**src/hdl/cfd_pkg.sv**
```systemverilog
// Constants, field layouts and encodings for the control-flow word decoder.
package cfd_pkg;
  localparam int        ADDR_W         = 6;
  localparam int        DATA_W         = 32;
  // Register byte offsets.
  localparam logic [5:0] OFS_ALU_WORD  = 6'h00;
  localparam logic [5:0] OFS_EXP_WORD  = 6'h04;
  localparam logic [5:0] OFS_VIEW_WORD = 6'h08;
  localparam logic [5:0] OFS_LOOP      = 6'h0C;
  localparam logic [5:0] OFS_SRC       = 6'h10;
  localparam logic [5:0] OFS_DST       = 6'h14;
  localparam logic [5:0] OFS_CMP       = 6'h18;
  localparam logic [5:0] OFS_CTRL      = 6'h1C;
  localparam logic [5:0] OFS_INDEX     = 6'h20;
  localparam logic [5:0] OFS_STATUS    = 6'h24;
  localparam logic [5:0] OFS_RESULT    = 6'h28;
  localparam logic [5:0] OFS_EXP_ADDR  = 6'h2C;
  localparam logic [5:0] OFS_LOCK      = 6'h30;
  localparam logic [31:0] RST_WORD     = 32'h0000_0000;
  // Field positions of the extended ALU high word.
  localparam int LMODE_LO = 0;
  localparam int ADDR2_LO = 2;
  localparam int ADDR3_LO = 10;
  localparam int OPC_LO   = 26;
  localparam int BARR_BIT = 31;
  // Field positions of the export low word.
  localparam int BASE_LO  = 0;
  localparam int TYPE_LO  = 13;
  localparam int SREG_LO  = 15;
  localparam int REL_BIT  = 22;
  localparam int IREG_LO  = 23;
  localparam int ESZ_LO   = 30;
  // Field positions of the unordered-view word.
  localparam int VID_LO   = 0;
  localparam int VOP_LO   = 4;
  // Control register bits.
  localparam int CTL_MEM  = 0;
  localparam int CTL_CLS  = 1;
  localparam int CTL_WQM  = 3;
  localparam int CTL_VPM  = 4;
  localparam int CTL_PS   = 5;
  // Clause opcodes.
  localparam logic [3:0] OPC_ALU      = 4'h8;
  localparam logic [3:0] OPC_PUSH_B   = 4'h9;
  localparam logic [3:0] OPC_POP_A    = 4'hA;
  localparam logic [3:0] OPC_POP2_A   = 4'hB;
  localparam logic [3:0] OPC_EXT      = 4'hC;
  localparam logic [3:0] OPC_CONT     = 4'hD;
  localparam logic [3:0] OPC_BREAK    = 4'hE;
  localparam logic [3:0] OPC_ELSE_A   = 4'hF;
  // Lock modes.
  localparam logic [1:0] LOCK_NONE    = 2'h0;
  localparam logic [1:0] LOCK_LOOP    = 2'h3;
  // Transfer classes held in the control register.
  localparam logic [1:0] CLS_SCRATCH  = 2'h0;
  localparam logic [1:0] CLS_STREAM   = 2'h1;
  localparam logic [1:0] CLS_EXPORT   = 2'h2;
  // Export index limits.
  localparam logic [12:0] PIX_MAX     = 13'h0007;
  localparam logic [12:0] DEPTH_IDX   = 13'h003D;
  localparam logic [12:0] PARAM_MAX   = 13'h001F;
  localparam logic [12:0] POS_MIN     = 13'h003C;
  localparam logic [12:0] POS_MAX     = 13'h003F;
  localparam logic [12:0] STREAM_MAX  = 13'h1FFF;
  localparam logic [1:0]  ESZ_BAD     = 2'h3;
  // View operations.
  localparam logic [5:0] VOP_NOP      = 6'h00;
  localparam logic [5:0] VOP_TYPED    = 6'h01;
  localparam logic [5:0] VOP_CMPX     = 6'h04;
  localparam logic [5:0] VOP_ADD      = 6'h07;
  localparam logic [5:0] VOP_SUB      = 6'h08;
  localparam logic [5:0] VOP_RSUB     = 6'h09;
  localparam logic [5:0] VOP_MIN_S    = 6'h0A;
  localparam logic [5:0] VOP_MIN_U    = 6'h0B;
  localparam logic [5:0] VOP_MAX_S    = 6'h0C;
  localparam logic [5:0] VOP_MAX_U    = 6'h0D;
  localparam logic [5:0] VOP_AND      = 6'h0E;
  localparam logic [5:0] VOP_OR       = 6'h0F;
  localparam logic [5:0] VOP_XOR      = 6'h10;
  localparam logic [5:0] VOP_INC      = 6'h12;
  localparam logic [5:0] VOP_DEC      = 6'h13;
  localparam logic [5:0] VOP_ST_DW    = 6'h14;
  localparam logic [5:0] VOP_ST_SH    = 6'h15;
  localparam logic [5:0] VOP_ST_BY    = 6'h16;
  localparam logic [5:0] VOP_NOP_R    = 6'h20;
  localparam logic [5:0] VOP_XCHG_R   = 6'h22;
  localparam logic [5:0] VOP_CMPX_R   = 6'h24;
  localparam logic [5:0] VOP_RTN_BASE = 6'h20;
  typedef enum logic [1:0] {
    CFD_IDLE  = 2'b00,
    CFD_WAIT  = 2'b01,
    CFD_ISSUE = 2'b11
  } cfd_state_t;
endpackage : cfd_pkg

```
**src/hdl/cfd_decoder.sv**
```systemverilog
// Decoder for extended ALU, export and unordered-view control-flow words.
//
// Decided for this implementation: the strobed register port and the placing of the registers.
`timescale 1ns/10ps
module cfd_decoder (
  // Clock and reset
  input  wire logic                      clk_i,
  input  wire logic                      rst_i,
  // Register port
  input  wire logic [cfd_pkg::ADDR_W-1:0] addr_i,
  input  wire logic [cfd_pkg::DATA_W-1:0] wdata_i,
  input  wire logic                      wr_i,
  input  wire logic                      rd_i,
  output logic      [cfd_pkg::DATA_W-1:0] rdata_o,
  // Execution status from the sequencer, asynchronous
  input  wire logic                      prior_idle_i,
  input  wire logic                      mem_commit_i,
  // Clause control
  output logic                           clause_issue_o,
  output logic                           push_before_o,
  output logic [1:0]                     pop_after_o,
  output logic                           else_after_o,
  output logic                           pred_cont_o,
  output logic                           pred_break_o,
  output logic                           pred_stack_upd_o,
  // Fourth lock set and the line address of the third
  output logic                           lock3_en0_o,
  output logic                           lock3_en1_o,
  output logic [7:0]                     lock3_line0_o,
  output logic [7:0]                     lock3_line1_o,
  output logic [7:0]                     lock_line_addr_set2_o,
  // Export and memory decode
  output logic [15:0]                    exp_addr_o,
  output logic [6:0]                     source_reg_num_o,
  output logic [2:0]                     elem_dwords_o,
  output logic                           write_ack_o,
  // View operation
  output logic [3:0]                     view_ident_o,
  output logic [31:0]                    view_result_o,
  output logic                           view_write_o,
  output logic                           view_return_o
);
  import cfd_pkg::*;

  //////////////////////////////////////////////////////////////////////////
  // Software-visible registers, synchronisers and sequencing state.
  logic [31:0] alu_word_reg, exp_word_reg, view_word_reg, loop_reg;
  logic [31:0] src_reg, dst_reg, cmp_reg, index_reg;
  logic [5:0]  ctrl_reg;
  logic        idle_m_reg, idle_s_reg, com_m_reg, com_s_reg, com_d_reg;
  logic        ack_pend_reg, view_pend_reg;
  cfd_state_t  state_reg, state_next;

  wire wr_alu  = wr_i && (addr_i == OFS_ALU_WORD);
  wire wr_exp  = wr_i && (addr_i == OFS_EXP_WORD);
  wire wr_view = wr_i && (addr_i == OFS_VIEW_WORD);

  always_ff @(posedge clk_i or posedge rst_i) begin
    if (rst_i) begin
      alu_word_reg  <= RST_WORD;
      exp_word_reg  <= RST_WORD;
      view_word_reg <= RST_WORD;
      loop_reg      <= RST_WORD;
      src_reg       <= RST_WORD;
      dst_reg       <= RST_WORD;
      cmp_reg       <= RST_WORD;
      index_reg     <= RST_WORD;
      ctrl_reg      <= 6'h00;
    end else if (wr_i) begin
      case (addr_i)
        OFS_ALU_WORD:  alu_word_reg  <= wdata_i;
        OFS_EXP_WORD:  exp_word_reg  <= wdata_i;
        OFS_VIEW_WORD: view_word_reg <= wdata_i;
        OFS_LOOP:      loop_reg      <= wdata_i;
        OFS_SRC:       src_reg       <= wdata_i;
        OFS_DST:       dst_reg       <= wdata_i;
        OFS_CMP:       cmp_reg       <= wdata_i;
        OFS_INDEX:     index_reg     <= wdata_i;
        OFS_CTRL:      ctrl_reg      <= wdata_i[5:0];
        default:       ;
      endcase
    end
  end

  //////////////////////////////////////////////////////////////////////////
  // Extended ALU high word.
  wire [1:0] lock_mode_set3      = alu_word_reg[LMODE_LO +: 2];
  wire [7:0] lock_line_addr_set2 = alu_word_reg[ADDR2_LO +: 8];
  wire [7:0] lock_line_addr_set3 = alu_word_reg[ADDR3_LO +: 8];
  wire [3:0] clause_opcode       = alu_word_reg[OPC_LO +: 4];
  wire       barrier             = alu_word_reg[BARR_BIT];
  wire       alu_clause_extended_op = (clause_opcode == OPC_EXT);
  // Reserved bits and reserved opcodes are not checked; they decode as no action.
  wire [7:0] loop_line  = loop_reg[11:4]; // loop index divided by 16
  wire [7:0] lock_base  = (lock_mode_set3 == LOCK_LOOP) ?
                          8'(lock_line_addr_set3 + loop_line) : lock_line_addr_set3;
  wire       lock_en0   = (lock_mode_set3 != LOCK_NONE);
  wire       lock_en1   = lock_mode_set3[1];
  // Whole-pixel and valid-pixel modes conflict, or are set outside pixel shaders.
  wire       mode_bad   = (ctrl_reg[CTL_WQM] && ctrl_reg[CTL_VPM]) ||
                          ((ctrl_reg[CTL_WQM] || ctrl_reg[CTL_VPM]) && !ctrl_reg[CTL_PS]);

  //////////////////////////////////////////////////////////////////////////
  // Issue sequencing: a barrier word holds until the synchronised idle level.
  always_ff @(posedge clk_i or posedge rst_i) begin
    if (rst_i) begin
      idle_m_reg <= 1'b0;
      idle_s_reg <= 1'b0;
      com_m_reg  <= 1'b0;
      com_s_reg  <= 1'b0;
      com_d_reg  <= 1'b0;
      view_pend_reg <= 1'b0;
    end else begin
      idle_m_reg <= prior_idle_i;
      idle_s_reg <= idle_m_reg;
      com_m_reg  <= mem_commit_i;
      com_s_reg  <= com_m_reg;
      com_d_reg  <= com_s_reg;
      view_pend_reg <= wr_view;
    end
  end

  always_comb begin
    state_next = state_reg;
    case (state_reg)
      CFD_IDLE:  if (wr_alu) state_next = CFD_WAIT;
      CFD_WAIT:  if (!barrier || idle_s_reg) state_next = CFD_ISSUE;
      CFD_ISSUE: state_next = wr_alu ? CFD_WAIT : CFD_IDLE;
      default:   state_next = CFD_IDLE;
    endcase
  end

  always_ff @(posedge clk_i or posedge rst_i) begin
    if (rst_i) begin
      state_reg <= CFD_IDLE;
    end else begin
      state_reg <= state_next;
    end
  end

  //////////////////////////////////////////////////////////////////////////
  // Export low word.
  wire [12:0] base           = exp_word_reg[BASE_LO +: 13];
  wire [1:0]  xfer_type      = exp_word_reg[TYPE_LO +: 2];
  wire [6:0]  source_reg_num = exp_word_reg[SREG_LO +: 7];
  wire        source_reg_relative = exp_word_reg[REL_BIT];
  wire [6:0]  index_reg_num  = exp_word_reg[IREG_LO +: 7];
  wire [1:0]  elem_size      = exp_word_reg[ESZ_LO +: 2];
  wire        is_mem         = ctrl_reg[CTL_MEM];
  wire [1:0]  xfer_class     = ctrl_reg[CTL_CLS +: 2];
  // Memory types 1 and 3 use the index register; export types ignore size.
  wire        use_index      = is_mem && xfer_type[0];
  wire        ack_req        = is_mem && xfer_type[1];
  wire [6:0]  src_eff        = source_reg_relative ?
                               7'(source_reg_num + loop_reg[6:0]) : source_reg_num;
  wire [1:0]  esz_shift      = (!is_mem || elem_size == ESZ_BAD) ? 2'h0 :
                               elem_size;
  wire [2:0]  elem_dwords    = 3'(3'h1 << esz_shift);
  wire        esz_bad        = is_mem && (elem_size == ESZ_BAD);
  // Only the first element of the index register is used, unswizzled.
  wire [15:0] idx_scaled     = use_index ? 16'(index_reg[15:0] << esz_shift) : 16'h0000;
  wire [15:0] loop_scaled    = 16'(loop_reg[15:0] << esz_shift);
  logic [15:0] base_addr;
  logic        base_ok;

  always_comb begin
    base_addr = {3'h0, base};
    base_ok   = 1'b1;
    case (xfer_class)
      CLS_SCRATCH: begin
        base_addr = {1'b0, base, 2'h0};
        base_ok   = ({1'b0, base, 2'h0} <= 16'h7FFC);
      end
      CLS_STREAM: base_ok = (base <= STREAM_MAX);
      CLS_EXPORT: begin
        case (xfer_type)
          2'h0:    base_ok = (base <= PIX_MAX) || (base == DEPTH_IDX);
          2'h1:    base_ok = (base >= POS_MIN) && (base <= POS_MAX);
          2'h2:    base_ok = (base <= PARAM_MAX);
          default: base_ok = 1'b0;
        endcase
      end
      default: base_ok = 1'b0;
    endcase
  end

  wire [15:0] exp_addr = 16'(base_addr + idx_scaled);

  // Acknowledge request: a new request in the commit cycle keeps the flag set.
  wire commit_rise = com_s_reg && !com_d_reg;
  always_ff @(posedge clk_i or posedge rst_i) begin
    if (rst_i) begin
      ack_pend_reg <= 1'b0;
    end else if (wr_exp && is_mem && wdata_i[TYPE_LO + 1]) begin
      ack_pend_reg <= 1'b1;
    end else if (commit_rise) begin
      ack_pend_reg <= 1'b0;
    end
  end

  //////////////////////////////////////////////////////////////////////////
  // Unordered-view operation.
  wire [3:0] view_ident     = view_word_reg[VID_LO +: 4];
  wire [5:0] view_operation = view_word_reg[VOP_LO +: 6];
  wire       lt_s = $signed(src_reg) < $signed(dst_reg);
  wire       lt_u = src_reg < dst_reg;
  logic [31:0] vres;
  logic        vwr;
  logic        vrtn;
  logic        vbad;

  always_comb begin
    vres = dst_reg;
    vwr  = 1'b1;
    vrtn = 1'b0;
    vbad = 1'b0;
    case (view_operation)
      VOP_NOP:   vwr = 1'b0;
      VOP_TYPED, VOP_ST_DW, VOP_ST_SH, VOP_ST_BY: vres = src_reg;
      VOP_CMPX, VOP_CMPX_R: vres = (cmp_reg == dst_reg) ? src_reg : dst_reg;
      VOP_ADD:   vres = 32'(src_reg + dst_reg);
      VOP_SUB:   vres = 32'(dst_reg - src_reg);
      VOP_RSUB:  vres = 32'(src_reg - dst_reg);
      VOP_MIN_S: vres = lt_s ? src_reg : dst_reg;
      VOP_MIN_U: vres = lt_u ? src_reg : dst_reg;
      VOP_MAX_S: vres = (!lt_s && src_reg != dst_reg) ? src_reg : dst_reg;
      VOP_MAX_U: vres = (src_reg > dst_reg) ? src_reg : dst_reg;
      VOP_AND:   vres = dst_reg & src_reg;
      VOP_OR:    vres = dst_reg | src_reg;
      VOP_XOR:   vres = dst_reg ^ src_reg;
      VOP_INC:   vres = (dst_reg >= src_reg) ? 32'h0000_0000 : 32'(dst_reg + 32'h1);
      VOP_DEC:   vres = (dst_reg == 32'h0 || dst_reg > src_reg) ? src_reg :
                        32'(dst_reg - 32'h1);
      VOP_NOP_R: vwr = 1'b0;
      VOP_XCHG_R: vres = src_reg;
      default: begin
        vwr  = 1'b0;
        vbad = 1'b1;
      end
    endcase
    // Returning forms live at 32 and up; they raise view_return_o beside the computed result.
    if (view_operation >= VOP_RTN_BASE && !vbad) begin
      vrtn = 1'b1;
    end
  end

  //////////////////////////////////////////////////////////////////////////
  // Registered outputs.
  always_ff @(posedge clk_i or posedge rst_i) begin
    if (rst_i) begin
      clause_issue_o        <= 1'b0;
      push_before_o         <= 1'b0;
      pop_after_o           <= 2'h0;
      else_after_o          <= 1'b0;
      pred_cont_o           <= 1'b0;
      pred_break_o          <= 1'b0;
      pred_stack_upd_o      <= 1'b0;
      lock3_en0_o           <= 1'b0;
      lock3_en1_o           <= 1'b0;
      lock3_line0_o         <= 8'h00;
      lock3_line1_o         <= 8'h00;
      lock_line_addr_set2_o <= 8'h00;
      exp_addr_o            <= 16'h0000;
      source_reg_num_o      <= 7'h00;
      elem_dwords_o         <= 3'h1;
      write_ack_o           <= 1'b0;
      view_ident_o          <= 4'h0;
      view_result_o         <= 32'h0000_0000;
      view_write_o          <= 1'b0;
      view_return_o         <= 1'b0;
    end else begin
      clause_issue_o        <= (state_reg == CFD_ISSUE);
      push_before_o         <= (clause_opcode == OPC_PUSH_B);
      pop_after_o           <= (clause_opcode == OPC_POP2_A) ? 2'h2 :
                               (clause_opcode == OPC_POP_A) ? 2'h1 : 2'h0;
      else_after_o          <= (clause_opcode == OPC_ELSE_A);
      pred_cont_o           <= (clause_opcode == OPC_CONT);
      pred_break_o          <= (clause_opcode == OPC_BREAK);
      // Plain clauses never touch the branch stack from predicates.
      pred_stack_upd_o      <= (clause_opcode == OPC_CONT) ||
                               (clause_opcode == OPC_BREAK);
      lock3_en0_o           <= lock_en0;
      lock3_en1_o           <= lock_en1;
      lock3_line0_o         <= lock_base;
      lock3_line1_o         <= 8'(lock_base + 8'h01);
      lock_line_addr_set2_o <= lock_line_addr_set2;
      exp_addr_o            <= exp_addr;
      source_reg_num_o      <= src_eff;
      elem_dwords_o         <= elem_dwords;
      write_ack_o           <= ack_pend_reg && commit_rise;
      view_ident_o          <= view_ident;
      view_result_o         <= vres;
      // Wait one cycle so the new view word is decoded.
      view_write_o          <= vwr && view_pend_reg;
      view_return_o         <= vrtn && view_pend_reg;
    end
  end

  //////////////////////////////////////////////////////////////////////////
  // Read port: data in the cycle after the strobe; unmapped reads give zero.
  wire [31:0] status_word = {11'h000, loop_scaled[7:0], index_reg_num, vbad, mode_bad, esz_bad,
                             base_ok, ack_pend_reg, alu_clause_extended_op};
  wire [31:0] lock_word   = {14'h0000, lock_en1, lock_en0, lock_base, lock_line_addr_set2};
  logic [31:0] rsel;

  always_comb begin
    case (addr_i)
      OFS_ALU_WORD:  rsel = alu_word_reg;
      OFS_EXP_WORD:  rsel = exp_word_reg;
      OFS_VIEW_WORD: rsel = view_word_reg;
      OFS_LOOP:      rsel = loop_reg;
      OFS_SRC:       rsel = src_reg;
      OFS_DST:       rsel = dst_reg;
      OFS_CMP:       rsel = cmp_reg;
      OFS_INDEX:     rsel = index_reg;
      OFS_CTRL:      rsel = {26'h0000000, ctrl_reg};
      OFS_STATUS:    rsel = status_word;
      OFS_RESULT:    rsel = vres;
      OFS_EXP_ADDR:  rsel = {16'h0000, exp_addr};
      OFS_LOCK:      rsel = lock_word;
      default:       rsel = 32'h0000_0000;
    endcase
  end

  always_ff @(posedge clk_i or posedge rst_i) begin
    if (rst_i) begin
      rdata_o <= 32'h0000_0000;
    end else if (rd_i) begin
      rdata_o <= rsel;
    end else begin
      rdata_o <= 32'h0000_0000;
    end
  end
endmodule : cfd_decoder

```
**config.mk**
```make
export PLATFORM = sky130hd
export DESIGN_NAME = cfd_decoder
export DESIGN_NICKNAME = d
export VERILOG_FILES = /design/src/hdl/cfd_pkg.sv /design/src/hdl/cfd_decoder.sv
export SDC_FILE = /design/constraint.sdc
export NUM_CORES = 1
export LEC_CHECK = 0
export BUFFER_PORTS_ARGS = -buffer_cell sky130_fd_sc_hd__clkbuf_2
export CELL_PAD_IN_SITES_DETAIL_PLACEMENT = 0
export CELL_PAD_IN_SITES_GLOBAL_PLACEMENT = 1
export CORE_ASPECT_RATIO = 1.4
export CORE_MARGIN = 2
export CORE_UTILIZATION = 52
export CTS_CLUSTER_DIAMETER = 120
export CTS_CLUSTER_SIZE = 40
export DETAILED_ROUTE_END_ITERATION = 10
export GPL_TIMING_DRIVEN = 1
export PLACE_DENSITY = 0.84
export SETUP_SLACK_MARGIN = 0.15
export SLEW_MARGIN = 20
export SYNTH_ARGS = -nofsm -noshare
export SYNTH_HDL_FRONTEND = slang
export SYNTH_SLANG_ARGS = --single-unit
```
**constraint.sdc**
```tcl
create_clock -name clk_i -period 28.4 [get_ports clk_i]
set_input_delay 5.68 -clock clk_i [delete_from_list [all_inputs] [get_ports clk_i]]
set_output_delay 5.68 -clock clk_i [all_outputs]
set_load 0.05 [all_outputs]
```
# Word-level counts from Yosys, hierarchy flattened
# Cells that the tools add are included.
# word_totals
out_inout_bits,131
register_bits,402
inputBits,44
wordCells,194
# classes
n_shift,3
n_reduce_logical,50
bitwise_logic,3
n_lt_le_gt_ge,11
addsub,9
eq_ne,52
muxes,28
# op_table
cell,n
case mux 32 bit (14 select lines),1
case mux 32 bit (13 select lines),1
two-way mux 32 bit,8
> comparator 32 bit,2
less-than comparator 32 bit,2
subtractor 32 bit,2
== test 6 x 4 -> 1 bit (second input constant),10
== test 6 x 5 -> 1 bit (second input constant),10
== test 6 bit (second input constant),8
adder 32 x 1 -> 32 bit (second input constant),1
adder 32 bit,1
AND 32 bit,1
== test 32 bit,1
>= comparator 32 bit,1
logical NOT 32 bit,1
!= test 32 bit,1
bitwise OR 32 bit,1
subtractor 32 x 1 -> 32 bit (second input constant),1
XOR 32 bit,1
== test 4 bit (second input constant),7
OR reduction 21 bit,1
AND reduction 2 bit,10
OR reduction 19 bit,1
== test 6 x 3 -> 1 bit (second input constant),3
34 further kinds,80

# Logic depth before layout (Yosys ltp)
# Gate-level depths: netlist of run 1.
# depth
ltp_word,8
depth_mapped,20
ltp_nobuf,19

# Worst setup path before layout of run 1
# OpenSTA, ideal clock, no wires.
# synth_timing
kind,in2reg
from,input port addr_i[1] in the netlist's numbering
to,register rdata_o[9] in the netlist's numbering
slack_ns,20.766
n_path_buf,3
cell_stages,9
arrival_ns,7.552
setup_ns,0.082
required_ns,28.318
path_cell_list,nor4_1 and2_0 clkbuf_1 clkbuf_1 buf_1 a22oi_1 nand3_1 a21oi_1 a31oi_1
# synth_between
elab_chain_len,3
word_cells_on_any_way,15
cone_classes,eq/ne (12); mux (2); reduce/logical (1)
# synth_lines
element,line_no,source
start: declaration,cfd_decoder.sv:10,"input wire logic [cfd_pkg::ADDR_W-1:0] addr_i,"
== test 6 bit (tied with other cells),cfd_decoder.sv:307,case (addr_i)
case mux 32 bit (13 select lines) (*),cfd_decoder.sv:307,
two-way mux 32 bit (*),cfd_decoder.sv:328,end else if (rd_i) begin
end signal: assignment,cfd_decoder.sv:329,rdata_o <= rsel;
end: declaration,cfd_decoder.sv:14,"output logic [cfd_pkg::DATA_W-1:0] rdata_o,"
# Mark *: on every way between the ends. The rest lies on a longest branch, timed or not.
# A chain may end at the register's enable or synchronous reset.

# Final worst setup path of run 1
# layout_timing
from,input port addr_i[1] in the netlist's numbering
to,register index_reg[7]
# layout_between
elab_chain_len,2
# layout_lines
element,line_no,source
== test 6 bit,cfd_decoder.sv:70,case (addr_i)
AND reduction 2 bit (no line),--,
end signal: assignment,cfd_decoder.sv:78,OFS_INDEX: index_reg <= wdata_i;
end: declaration,cfd_decoder.sv:48,"logic [31:0] src_reg, dst_reg, cmp_reg, index_reg;"
# Every way passes these cells.

==> results of run 1 <==
worst max path at each step:
| stage | start | endpoint | slack, ns | cells after the start |
|---|---|---|---|---|
| finish | addr_i[1] | index_reg[7] | 20.61 | 7 |
| global route | addr_i[1] | index_reg[5] | 20.64 | 7 |
| CTS | rst_i | exp_word_reg[15] | 20.50 | 4 |
| detailed placement | rst_i | exp_word_reg[15] | 19.89 | 4 |
| global placement | rst_i | alu_word_reg[25] | 19.94 | 4 |
| floorplan | rst_i | ack_pend_reg | 11.54 | 1 |
where the power goes:
| part | internal, mW | leakage (nW) | total [mW] | switching (mW) |
|---|---|---|---|---|
| Combinational | 0.291 | 7.87 | 0.957 | 0.666 |
| Clock | 0.104 | 0.218 | 0.288 | 0.185 |
| Sequential | 0.655 | 5.33 | 0.769 | 0.113 |
synthesized netlist by cell type (25+ instances only):
cell and instances:
a211oi_1 34, a21o_1 34, a21oi_1 173, a221oi_1 67
a22o_1 41, a22oi_1 75, buf_1 37, clkbuf_1 132
dfrtp_1 401, ha_1 159, inv_1 124, mux2_2 281
nand2_1 207, nand2b_1 25, nand3_1 76, nand4_1 42
nor2_1 190, nor2b_1 32, nor3_1 72, nor4_1 37
o211ai_1 41, o21ai_0 102, o221ai_1 26, xnor2_1 58
xor2_1 45
cell families (layout without fill, tap and decap cells):
| logic type | after synthesis | in the layout |
|---|---|---|
| multiplexers | 301 | 301 |
| adder cells (fa/ha/maj) | 166 | 166 |
| AO/OA/AOI/OAI | 879 | 879 |
| buffers and inverters | 327 | 383 |
| AND/OR/NAND/NOR | 799 | 799 |
| XOR/XNOR | 103 | 103 |
| flip-flops | 402 | 402 |
area by class of cell:
| cell class | instances | area [um^2] |
|---|---|---|
| Sequential cell | 402 | 10060 |
| Multi-Input combinational cell | 2248 | 16780 |
| Clock inverter | 3 | 76.32 |
| Timing Repair Buffer | 227 | 1285 |
| Tap cell | 714 | 893.4 |
| Fill cell | 4928 | 23300 |
| Inverter | 135 | 519.2 |
| Clock buffer | 18 | 386.6 |
layer usage:
layer  vias up  wire [um]
met4         0       8770
met2      1606      52650
li1      11243          -
met1     13246      43000
met5         -          0
met3       392       9762
worst max-delay path, delay by kind of cell:
kind,cells,cell delay (ns)
simple gates,3,1.30
buf+inv,3,0.85
mux,1,0.34
==> results.sh, run 1 <==
export IMPL_final_area_um2=30000
export IMPL_fin_tns_setup_ns=0
export IMPL_fin_util_pct=56.28
export IMPL_final_cells=3747
export IMPL_die_x_um=200.3
export IMPL_yosys_area_top_type_share_pct=35.76
export IMPL_ys_ff_latch=402
export IMPL_cp_data_arrival_time_ns=8.24
export IMPL_die_area_um2=55860
export IMPL_cp_start_kind="primary input"
export IMPL_syn_nets=3186
export IMPL_ys_warn_count=0
export IMPL_wl_per_cell_um=30.47
export IMPL_hold_viol=0
export IMPL_netlist_area_um2=28060
export IMPL_required_ns=28.85
export IMPL_synth_xor_area_share_pct=3.215
export IMPL_cts_buffer_depth=3
export IMPL_grt_pass1_wl_um=170300
export IMPL_placed_area_um2=29520
export IMPL_rr_worst_depth=13
export IMPL_drtAntennaViolNets=0
export IMPL_track_usage_pct=40.28
export IMPL_viasPerCell=7.069
export IMPL_top_usage_layer="met2"
export IMPL_dr_pass1_iters=9
export IMPL_mostFrequentLayoutCell="dfrtp_1"
export IMPL_worst_slack_ns=20.61
export IMPL_synth_flop_cell="dfrtp_1"
export IMPL_tightest_slew_ns=1.119
export IMPL_finClkSkew_ns=0.07131
export IMPL_syn_area_per_cell_um2=9.426
export IMPL_numCtsBuffers=15
export IMPL_place_hpwl_um=85820
export IMPL_syn_instance_count=2977
export IMPL_finalSetupViolCount=0
export IMPL_hp_start="com_m_reg"
export IMPL_synth_top_family_by_area="compound AO/OA/AOI/OAI gates"
export IMPL_min_path_type="flip-flop to flip-flop"
export IMPL_r2r_setup_slack_ns=22.39
export IMPL_synth_edf_count=0
export IMPL_dp_cells=3726
export IMPL_yosysSeqAreaShare_pct=35.85
export IMPL_cp_max_fo=32
export IMPL_finalNetCount=3238
export IMPL_clockRootBuffer="clkbuf_16"
export IMPL_rows=100
export IMPL_whs_path_depth=0
export IMPL_grt_setup_unrepaired="false"
export IMPL_yosysTopAreaCell="dfrtp_1"
export IMPL_area_delta_synth_final_pct=6.907
export IMPL_overflow=0
export IMPL_routed_wl_um=114200
export IMPL_critPathKind="primary input to flip-flop"
export IMPL_initial_utilization_pct=52.65
export IMPL_holdWs_ns=0.3677
export IMPL_crit_path_end_kind="flip-flop"
export IMPL_path_clk_slew_ns=0.14
export IMPL_clock_latency_ns=0.56
export IMPL_slew_headroom_pct=24.85
export IMPL_yosys_top_cells_area="dfrtp_1, mux2_2, ha_1"
export IMPL_grt_use_met2_pct=65.09
export IMPL_min_to="com_s_reg"
export IMPL_power_mw=2.014
export IMPL_period_needed_ns=7.791
export IMPL_synth_compound_area_share_pct=22.64
export IMPL_drc=0
export IMPL_crit_chain="clkbuf_2 > nor4_1 > and2_1 > buf_4 > nand2_1 > buf_4 > mux2_2"
export IMPL_maxCapViolCount=0
export IMPL_pre_cts_slack_ns=19.89
export IMPL_gr_usage_met1_pct=51.09
export IMPL_crit_top_cell="buf_4"
export IMPL_p_leak_nw=13.42
export IMPL_slew_viol_final=0
export IMPL_fmax_mhz=128.3
export IMPL_drtIter0Drc=2790
export IMPL_grt_met3_usage_pct=5.369
export IMPL_synthSimpleGateAreaFrac_pct=14.17
export IMPL_final_cell_mix="dfrtp_1, mux2_2, nand2_1, nor2_1, clkbuf_2"
export IMPL_synth_cell_types=103
export IMPL_r2r_end="rdata_o[25]"
export IMPL_drive_gt1_share_pct=19.91
export IMPL_gp_congestion=1.029
export IMPL_cts_sinks=402
export IMPL_htree_levels=1
export IMPL_timing_final_crit_share_pct=27.43
export IMPL_grt_pass1_vias=25984
export IMPL_status="finished clean"
export IMPL_peakVddDrop_mv=0.05167
export IMPL_async_reset_ff_share_pct=100.0
export IMPL_post_cts_setup_buffer_count=0
export IMPL_cp_slowest_cell="nor4_1"
export IMPL_cts_resized=0
export IMPL_antenna_found_initial=1
export IMPL_die_h_um=278.9
export IMPL_regToRegStartpoint="dst_reg[29]"
export IMPL_synthMuxAreaShare_pct=11.99
export IMPL_io_pins=175
export IMPL_synthAdderAreaFrac_pct=7.553
export IMPL_antenna_cells=0
export IMPL_port_buffers=174
export IMPL_powerDensity_nw_per_um2=67.15
export IMPL_via_count=26487
export IMPL_tritoncts="done"
export IMPL_ctsHoldBuffers=0
export IMPL_max_stage_delay_ns=0.88
export IMPL_core_um2=53300
export IMPL_grt_max_degree=175
Note: power is estimated with default switching activity, not from simulation.
==> run 2: changes to the inputs <==
Settings changed: ABC_AREA set to 1, CORE_UTILIZATION 52 to 41, PLACE_DENSITY 0.84 to 0.76.
Clock period 28.4 ns to 7.05 ns, I/O delays scaled along.
==> run 2 against run 1 <==
First-iteration DRC count increased by 42%. Utilization decreased by 12 points. Global-route usage decreased by 1.2 points. Highest routed layer unchanged. Clock-buffer cell count increased by 3.
==> results.sh, run 2 <==
export IMPL_status="finished clean"
export IMPL_p_leak_nw=16.12
export IMPL_regToRegStartpoint="dst_reg[28]"
export IMPL_ys_warn_count=0
export IMPL_finClkSkew_ns=0.08344
export IMPL_syn_instance_count=4567
export IMPL_fin_tns_setup_ns=0
export IMPL_drive_gt1_share_pct=7.880
export IMPL_die_h_um=327.6
export IMPL_drtIter0Drc=3969
export IMPL_tritoncts="done"
export IMPL_tightest_slew_ns=1.154
export IMPL_die_x_um=235.1
export IMPL_die_area_um2=77030
export IMPL_syn_area_per_cell_um2=6.714
export IMPL_mostFrequentLayoutCell="nand2_1"
export IMPL_hp_start="idle_m_reg"
export IMPL_wl_met3_um=11360
export IMPL_overflow=0
export IMPL_core_um2=73970
export IMPL_rows=118
export IMPL_htree_levels=1
export IMPL_async_reset_ff_share_pct=100.0
export IMPL_ys_ff_latch=402
export IMPL_slew_headroom_pct=22.47
export IMPL_cts_buffer_depth=3
export IMPL_final_cells=5592
export IMPL_antenna_cells=0
export IMPL_fmax_mhz=177.7
export IMPL_dp_cells=5565
export IMPL_path_clk_slew_ns=0.17
export IMPL_drtAntennaViolNets=0
export IMPL_port_buffers=174
export IMPL_power_mw=9.481
export IMPL_gp_congestion=1.066
export IMPL_place_hpwl_um=122600
export IMPL_yosys_top_cells_area="dfrtp_1, nand2_1, o21ai_0"
export IMPL_grt_setup_unrepaired="false"
export IMPL_wl_per_cell_um=27.65
export IMPL_cts_sinks=402
export IMPL_period_needed_ns=5.627
export IMPL_crit_path_end_kind="flip-flop"
export IMPL_initial_utilization_pct=41.46
export IMPL_synth_most_common_cell="nand2_1"
export IMPL_slew_viol_final=0
export IMPL_synth_flop_cell="dfrtp_1"
export IMPL_area_delta_synth_final_pct=7.524
export IMPL_yosysTopAreaCell="dfrtp_1"
export IMPL_syn_nets=4776
export IMPL_yosysSeqAreaShare_pct=32.81
export IMPL_via_count=33141
export IMPL_io_pins=175
export IMPL_netlist_area_um2=30660
export IMPL_maxCapViolCount=0
export IMPL_cp_data_arrival_time_ns=6.13
export IMPL_yosys_area_top_type_share_pct=32.72
export IMPL_numCtsBuffers=17
export IMPL_routed_wl_um=154600
export IMPL_finalNetCount=4833
export IMPL_powerDensity_nw_per_um2=287.5
export IMPL_ctsHoldBuffers=0
export IMPL_track_usage_pct=39.04
export IMPL_num_fill_cells=7898
export IMPL_synth_edf_count=0
export IMPL_cp_start_kind="flip-flop"
export IMPL_met1_length_um=60250
export IMPL_holdWs_ns=0.3757
export IMPL_final_cell_mix="nand2_1, o21ai_0, inv_1, nor2_1, dfrtp_1"
export IMPL_cell_internal_pwr_mw=4.387
export IMPL_drc=0
export IMPL_peakVddDrop_mv=0.2787
export IMPL_required_ns=7.56
export IMPL_synth_cell_types=62
export IMPL_switching_power_mw=5.093
export IMPL_critPathLaunch="dst_reg[28]"
export IMPL_dr_wl_met2_um=69220
export IMPL_clkPwrFrac_pct=14.7
export IMPL_grt_pass1_vias=31376
export IMPL_finalSetupViolCount=0
export IMPL_critPathKind="flip-flop to flip-flop"
export IMPL_viasPerCell=5.927
export IMPL_timing_final_crit_share_pct=79.81
export IMPL_min_path_type="flip-flop to flip-flop"
export IMPL_grt_pass1_wl_um=221100
export IMPL_cp_max_fo=42
export IMPL_dr_pass1_iters=5
export IMPL_synth_commonest_cells="nand2_1, o21ai_0, inv_1"
export IMPL_antenna_found_initial=0
export IMPL_comb_power_share_pct=52.4
export IMPL_power_frac_seq_pct=32.9
export IMPL_netSwitchingFraction_pct=53.72
export IMPL_cts_resized=0
export IMPL_routed_top_layer="met4"
export IMPL_clockRootBuffer="clkbuf_16"
export IMPL_grt_max_degree=155
export IMPL_whs_path_depth=0
export IMPL_clock_latency_ns=0.63
export IMPL_rr_worst_depth=17
export IMPL_post_cts_setup_buffer_count=0
export IMPL_hold_viol=0
run 2: path summary, 6_finish.rpt:
kind | endpoint | slack (ns)
worst max register to register | rdata_o[6] | 1.42
worst min register to register | idle_s_reg | 0.38
max in group asynchronous | view_result_o[13] | 4.61
min in group asynchronous | rdata_o[19] | 0.99
worst max-delay path | rdata_o[6] | 1.42
worst min-delay path | idle_s_reg | 0.38
run 2: cell families after synthesis:
kind of cell / after synthesis / share of synthesized area [%]
buffers and inverters: 720 / 9.401
flip-flops: 402 / 32.81
adder cells (fa/ha/maj): 165 / 6.879
AO/OA/AOI/OAI: 998 / 18.38
XOR/XNOR: 84 / 2.399
AND/OR/NAND/NOR: 2194 / 30.00
multiplexers: 4 / 0.1306
run 2: per-layer routing:
metal  up-vias  global-route usage (%)
li1      15123                       -
met1     15708                   49.12
met2      1856                   62.19
met3       454                   4.336
met4         0                   28.85
met5         -                       0
run 2: per-stage QoR:
| stage | cell area (um^2) | setup WS [ns] | utilization [%] |
|---|---|---|---|
| 3_3_place_gp | 32370 | 1.695 | 43.76 |
| 3_5_place_dp | 32370 | 1.581 | 43.76 |
| 6_report | 32970 | 1.423 | 44.58 |
| 4_1_cts | 32970 | 1.564 | 44.57 |
| 5_1_grt | 32970 | 1.215 | 44.58 |
| 2_1_floorplan | 30670 | 0.2271 | - |
run 2: critical path: stages, from the launching register on:
cell,delay [ns]
dfrtp_1,0.73
clkinv_1,0.50
ha_1,0.57
nor2_1,0.20
nand2_1,0.13
nor2_4,0.18
and3_2,0.25
nand2_4,0.08
nand2_4,0.40
nand2_1,0.12
nand2_2,0.32
nand2_2,0.51
nand2_1,0.60
nand3_1,0.40
o21ai_1,0.23
nand3_1,0.11
nand3_1,0.09
a21oi_1,0.07
run 2: power by group through the flow:
| stage | Combinational [mW] | Clock [mW] | Sequential (mW) |
|---|---|---|---|
| after floorplan | 2.69 | 0 | 3.65 |
| after global placement | 4.86 | 0 | 3.14 |
| after detailed placement | 4.84 | 0 | 3.15 |
| after CTS | 4.86 | 1.41 | 3.10 |
| after global routing | 5.30 | 1.47 | 3.16 |
| final | 4.97 | 1.39 | 3.12 |
run 2: final cells by class:
cell class,count,area [um^2],share of cell area [%]
sequential,402,10060,30.51
clock buffer,21,450.4,1.366
tap,960,1201,3.643
timing repair buffer,237,1369,4.151
multi-input combinational,3445,17780,53.93
inverter,521,1959,5.943
clock inverter,6,148.9,0.4516
